## config.mk

```make
export PLATFORM = sky130hd
export DESIGN_NAME = dual_sar_adc_conversion_sequencer
export DESIGN_NICKNAME = d
export VERILOG_FILES = /design/src/sar_seq_pkg.sv /design/src/pin_sync.sv /design/src/dual_sar_adc_conversion_sequencer.sv
export SDC_FILE = /design/constraint.sdc
export NUM_CORES = 1
export LEC_CHECK = 0
export BUFFER_PORTS_ARGS = -buffer_cell sky130_fd_sc_hd__clkbuf_2
export CAP_MARGIN = 25
export CORE_MARGIN = 3
export CORE_UTILIZATION = 62
export CTS_CLUSTER_DIAMETER = 50
export DETAILED_ROUTE_END_ITERATION = 12
export PLACE_DENSITY = 0.83
export RECOVER_POWER = 50
export SYNTH_ARGS = -nofsm -noshare
export SYNTH_HDL_FRONTEND = slang
export SYNTH_SLANG_ARGS = --single-unit
export TNS_END_PERCENT = 10
```

## constraint.sdc

```tcl
create_clock -name mclk_in -period 4.4 [get_ports mclk_in]
set_clock_uncertainty 0.1 [all_clocks]
set_input_delay 0.22 -clock mclk_in [delete_from_list [all_inputs] [get_ports mclk_in]]
set_output_delay 0.22 -clock mclk_in [all_outputs]
set_load 0.05 [all_outputs]
```

## src/sar_seq_pkg.sv

```systemverilog
`default_nettype none
package sar_seq_pkg;

  // ==========================================================
  // Word format and sequence lengths
  // ==========================================================
  localparam int unsigned RESULT_BITS = 18;
  localparam int unsigned CHANNELS = 2;
  localparam logic [4:0] MSB_IDX = 5'h11;
  localparam logic [4:0] LAST_EDGE_COUNT = 5'h12;
  localparam logic [4:0] EDGE_COUNT_RESET = 5'h00;
  localparam logic [4:0] FIRST_EDGE = 5'h00;
  localparam logic [17:0] WORD_RESET = 18'h0_0000;

  // Two's complement reference codes
  localparam logic [17:0] CODE_POS_FULL = 18'h1_FFFF;
  localparam logic [17:0] CODE_ZERO = 18'h0_0000;
  localparam logic [17:0] CODE_ZERO_M1 = 18'h3_FFFF;
  localparam logic [17:0] CODE_NEG_FULL = 18'h2_0000;

  // ==========================================================
  // Types
  // ==========================================================
  typedef enum logic [0:0] {
    PH_TRACK = 1'b0,
    PH_CONVERT = 1'b1
  } phase_t;

  typedef logic [CHANNELS-1:0][RESULT_BITS-1:0] chan_words_t;

  typedef struct packed {
    phase_t phase;
    logic [4:0] edges;
    chan_words_t word;
    logic [CHANNELS-1:0] pend;
    logic [CHANNELS-1:0] ser;
    chan_words_t result;
    logic valid;
  } seq_state_t;

  typedef struct packed {
    logic convert_rise;
    logic clock_rise;
    logic [CHANNELS-1:0] keep;
  } seq_events_t;

endpackage
`default_nettype wire

```

## src/pin_sync.sv

```systemverilog
`timescale 1ns/10ps
`default_nettype none
module pin_sync #(
  parameter int unsigned WIDTH = 1
) (
  input wire logic mclk_in,
  input wire logic arst_n_in,
  input wire logic [WIDTH-1:0] pin_in,
  output logic [WIDTH-1:0] level_out,
  output logic [WIDTH-1:0] rise_out
);

  // ==========================================================
  // Two-stage synchroniser plus edge stage
  // ==========================================================
  typedef struct packed {
    logic [WIDTH-1:0] meta;
    logic [WIDTH-1:0] sync;
    logic [WIDTH-1:0] prev;
  } sync_state_t;

  sync_state_t st;
  sync_state_t next_st;

  // Only the second stage looks at the first
  always_comb begin
    next_st.meta = pin_in;
    next_st.sync = st.meta;
    next_st.prev = st.sync;
  end

  // Constant reset matches the idle-low pins, so no false edge follows it
  always_ff @(posedge mclk_in or negedge arst_n_in) begin
    if (!arst_n_in) begin
      st <= '0;
    end else begin
      st <= next_st;
    end
  end

  // Edges found on synchronised copies only
  assign level_out = st.sync;
  assign rise_out = st.sync & ~st.prev;

endmodule
`default_nettype wire

```

## src/dual_sar_adc_conversion_sequencer.sv

```systemverilog
// Function
// [RQ1] Results are 18-bit two's complement, sign bit first.
// [RQ2] Each channel resolves 18 bits, 262,144 codes.
// [RQ3] A rising convert edge starts a new conversion.
// [RQ4] Host may drop convert any time before 19th clock edge.
// [RQ5] Only rising bit clock edges act; duty cycle is irrelevant.
// [RQ6] Host captures output data on rising bit clock edges.
// [RQ7] Host gives at least 19 clock edges per conversion.
// [RQ8] After the 19th edge further clock edges are ignored.
// [RQ9] From the 19th edge until next convert the device tracks.
// [RQ10] Host should stop the clock during acquisition.
// [RQ11] MSB decided on first clock edge after convert; host keeps guard.
// [RQ12] Host runs sample rate between about 48 and 222 kHz.
// [RQ13] Interval between conversions has no upper limit.
// [RQ14] Both channels enter hold together on the convert edge.
// [RQ15] One shared sequencer decides bits MSB to LSB, one per edge.
// [RQ16] Each channel's decision appears serially one clock later.
// [RQ17] Serial outputs hold the last bit until next conversion.
`timescale 1ns/10ps
`default_nettype none
module dual_sar_adc_conversion_sequencer
  import sar_seq_pkg::*;
(
  input wire logic mclk_in,
  input wire logic arst_n_in,
  input wire logic convert_in,
  input wire logic conversion_bit_clock_in,
  input wire logic comparator_left_in,
  input wire logic comparator_right_in,
  output logic hold_out,
  output logic serial_left_out,
  output logic serial_right_out,
  output logic [RESULT_BITS-1:0] result_left_out,
  output logic [RESULT_BITS-1:0] result_right_out,
  output logic result_valid_out
);

  // ==========================================================
  // Pin synchronisation
  // ==========================================================
  logic [1:0] ctrl_rise;
  logic [CHANNELS-1:0] cmp_level;
  seq_events_t ev;
  seq_state_t st;
  seq_state_t next_st;

  // Convert and bit clock only need their rising edges; the sync costs
  // two system cycles, far below one bit period
  pin_sync #(
    .WIDTH(2)
  ) u_sync_ctrl (
    .mclk_in(mclk_in),
    .arst_n_in(arst_n_in),
    .pin_in({conversion_bit_clock_in, convert_in}),
    .level_out(),
    .rise_out(ctrl_rise)
  );

  // Comparator levels ride an identical two-flop path, so a level and
  // the clock edge it belongs to reach the sequencer in the same cycle
  pin_sync #(
    .WIDTH(CHANNELS)
  ) u_sync_cmp (
    .mclk_in(mclk_in),
    .arst_n_in(arst_n_in),
    .pin_in({comparator_right_in, comparator_left_in}),
    .level_out(cmp_level),
    .rise_out()
  );

  // Events seen by the sequencer; comparator level is the keep decision
  // [RQ5] rising edges only
  always_comb begin
    ev.convert_rise = ctrl_rise[0];
    ev.clock_rise = ctrl_rise[1];
    ev.keep = cmp_level;
  end

  // ==========================================================
  // Sequencer next state
  // ==========================================================
  // The comparator is sampled two cycles late; the host's clock period
  // is many system cycles so the decision has long settled by then.
  always_comb begin
    next_st = st;
    next_st.valid = 1'b0;
    if (ev.convert_rise) begin
      // [RQ3] start on convert edge
      // [RQ14] both channels hold together
      // A clock edge in the same cycle falls in the guard and is dropped
      // Serial pins are left alone; they keep the last bit of the old frame
      next_st.phase = PH_CONVERT;
      next_st.edges = EDGE_COUNT_RESET;
      next_st.word = '0;
      next_st.pend = '0;
    end else if (ev.clock_rise && st.phase == PH_CONVERT) begin
      next_st.edges = st.edges + 5'h01;
      for (int ch = 0; ch < CHANNELS; ch++) begin
        // [RQ16] previous decision goes out one clock later
        if (st.edges != FIRST_EDGE) begin
          next_st.ser[ch] = st.pend[ch];
        end
        // [RQ15] shared count picks the bit under test, MSB first
        // [RQ1] MSB kept means input above midpoint, so sign inverts
        if (st.edges != LAST_EDGE_COUNT) begin
          next_st.word[ch][MSB_IDX - st.edges] = ev.keep[ch] ^ (st.edges == FIRST_EDGE);
          next_st.pend[ch] = ev.keep[ch] ^ (st.edges == FIRST_EDGE);
        end
      end
      // [RQ9] 19th edge returns to track
      // [RQ2] full 18-bit word published
      if (st.edges == LAST_EDGE_COUNT) begin
        next_st.phase = PH_TRACK;
        next_st.result = st.word;
        next_st.valid = 1'b1;
      end
    end
    // [RQ8] clocks in track phase fall through untouched
    // [RQ17] serial bits simply keep their value
  end

  // ==========================================================
  // State register
  // ==========================================================
  // Reset parks both channels in track with cleared words
  always_ff @(posedge mclk_in or negedge arst_n_in) begin
    if (!arst_n_in) begin
      st <= '{phase: PH_TRACK, edges: EDGE_COUNT_RESET, word: '0, pend: '0,
              ser: '0, result: '0, valid: 1'b0};
    end else begin
      st <= next_st;
    end
  end

  // Outputs straight from state flops; hold_out is the one-bit phase flop,
  // the compare only names its meaning
  assign hold_out = (st.phase == PH_CONVERT);
  assign serial_left_out = st.ser[0];
  assign serial_right_out = st.ser[1];
  assign result_left_out = st.result[0];
  assign result_right_out = st.result[1];
  assign result_valid_out = st.valid;
endmodule
`default_nettype wire

```

==> results.cfg <==
[route]
finalWirelength_um = 7465
antenna_left = 0
vias_per_cell = 5.836
wl_per_cell_um = 17.00
vias = 2562
drtIter0Drc = 123
dr.pass1.iters = 4
route.detailed.drc = 0

[synth]
synth_flop_cell = dfrtp_1
synth_edf_count = 0
yosysWarnings = 0
synth_top_area_share_pct = 53.70
syn_inst = 330
synthDistinctLibCells = 43
ys_async_sr_fraction_pct = 100.0
syn_area_um2 = 4334
yosysMostFrequentCell = dfrtp_1
synth_common_cells = dfrtp_1 (93), buf_4 (37), nor2_1 (22), mux2_2 (20), mux2_4 (18)
ys_seq_elements = 93
seq_area_frac_synth_pct = 53.70
yosysTopAreaCell = dfrtp_1
synth_nets = 342
avgSynthCellArea_um2 = 13.13
yosys-top-cells-area = dfrtp_1 (54%), buf_4 (6.4%), mux2_4 (6.2%)

[cts]
cts.sinks = 93
clkTransAtPathRegs_ps = 90
cts_tree = built
insertion_delay_ps = 360
postCtsSetupBuffers = 0
cts-root-buf = clkbuf_8
htree_levels = 3
clockBufferDepth = 2
cts_resized = 0
holdBufCountCts = 5
numCtsBuffers = 9

[placement]
portBuffers = 45
dp_slack_ps = 1553
dp_hpwl_um = 5100
gp_congestion = 0.8527

[critical_path]
crit_type = flip-flop to flip-flop
worst-r2r-setup-slack_ps = 1700
start_kind = flip-flop
cp_slowest_cell = nand2b_1
max_stage_delay_ps = 780
arrival_ps = 2900
cp_cell_sequence = nand2b_1 -> nand2_1 -> nor3_4 -> a22o_1
end_kind = flip-flop
cp_max_fo = 26
cp.required_ps = 4600

[finish]
diodes = 0
final-seq-area_um2 = 2327
nFillCells = 462
areaGrowthSynthToFinish_pct = 5.167
multi_input_area_um2 = 1605
nets = 353
final_util_pct = 69.40
drive_above_1_share_pct = 33.53

[outcome]
outcome = finished with violations
failed_checks = capacitance limit, slew limit

[timing]
rsz0062_at_grt = false
setup_slack_ps = 1697
final_hold_viol_count = 0
final.setup.tns_ps = 0
timing.slew.headroom_pct = -62.90
maxSlewViolCount = 47
finalCriticalPeriod_ps = 2703
holdWs_ps = 259.1
worstMarginPinSlew_ps = 2443
setup_violations = 0
fmax_mhz = 370.0
timing.final.crit_share_pct = 61.43

[power_and_ir_drop]
p_sw_share_pct = 29.31
switching_power_mw = 0.5032
power_mw = 1.716
pwr-share-clk_pct = 30.2
pwr-share-seq_pct = 53.2
ir_drop_mv = 0.2520
intPower_mw = 1.213
leakage_nw = 2.314
comb_power_share_pct = 16.6
power.density_nw_per_um2 = 376.6

[die]
num_io_pins = 46
rows = 29
die_area_um2 = 8030
start_util_pct = 65.99
die_w_um = 89.61
die_y_um = 89.61
core-area_um2 = 6568

[grt]
gr-usage-all-layers_pct = 20.94
grt_max_degree = 48
overflow = 0
antenna_found_initial = 0
grt_pass1_vias = 2586
grt_pass1_wl_um = 12690

[worst_hold_path]
hold_path_class = flip-flop to flip-flop

[flow_run]
cap_violations = 1
-- worst paths after layout --
check	from	end	cells after the start
min reg2reg	u_sync_ctrl.next_st[2]	u_sync_ctrl.level_out[0]	0
min in group asynchronous	arst_n_in	result_left_out[17]	2
max	u_sync_ctrl.st[0]	st[72]	4
max in group asynchronous	arst_n_in	result_right_out[8]	2
min	u_sync_ctrl.next_st[2]	u_sync_ctrl.level_out[0]	0
max reg2reg	u_sync_ctrl.st[0]	st[72]	4
-- kinds of logic (layout without fill, tap and decap cells) --
| group | Yosys count | count (layout) | share of synthesized area [%] |
|---|---|---|---|
| DFF | 93 | 93 | 53.70 |
| buffers and inverters | 57 | 73 | 9.267 |
| and+or+nand+nor | 73 | 73 | 9.902 |
| adders and majority gates | 6 | 6 | 1.732 |
| AOI/OAI and AO/OA | 57 | 57 | 12.76 |
| muxes | 38 | 38 | 11.43 |
| xor gates and xnor gates | 6 | 6 | 1.212 |
-- final cells by class --
class,count,share of cell area (%)
timing repair buffer,53,6.780
clock buffer,11,3.102
sequential,93,51.06
multi-input combinational,180,35.22
inverter,4,0.3294
clock inverter,5,0.9607
tap,93,2.553
-- routing by layer --
layer / global-route usage [%] / up-vias / share of wire (%)
met4: 8.931 / 0 / 1.8
met2: 33.84 / 66 / 49
met5: 0 / - / 0
met1: 27.48 / 1292 / 45
li1: - / 1190 / -
met3: 4.471 / 14 / 4.3
-- through the flow --
stage          std cells  instance area (µm²)
6_report             439                 4558
5_1_grt              439                 4558
4_1_cts              438                 4554
3_5_place_dp         417                 4319
3_3_place_gp         416                 4299
2_1_floorplan        330                 4334
-- power by group through the flow --
stage	Sequential, mW	Clock (mW)	Combinational (mW)
6_report	0.913	0.519	0.285
5_1_grt	0.919	0.573	0.314
4_1_cts	0.913	0.532	0.286
3_5_place_dp	0.930	0	0.280
3_3_place_gp	0.928	0	0.272
2_1_floorplan	0.956	0	0.180
-- worst max-delay path: cells and delay by family, from the launching register on --
| kind | cells | cell delay [ps] |
|---|---|---|
| DFF | 1 | 350 |
| and+or+nand+nor | 3 | 1910 |
| AOI/OAI and AO/OA | 1 | 270 |
-- flip-flops by register name, summed over array words and instances (netlist names) --
name and count:
hold_out 1, u_sync_cmp.next_st 2, u_sync_ctrl.next_st 2, serial_right_out 1
result_left_out 18, serial_left_out 1, u_sync_ctrl.st 2, result_valid_out 1
result_right_out 18, st 43, u_sync_ctrl.level_out 2, u_sync_cmp.level_out 2
-- cell usage in the layout, fill, tap and decap left out, types with 10 or more instances in the layout --
cell type,instances
dfrtp_1,93
clkbuf_2,34
nor2_1,22
mux2_2,20
mux2_4,18
a32o_2,15
a22o_1,12
clkbuf_1,12
nand3_1,11
clkbuf_8,10
Power figures use the tool's default switching activity.
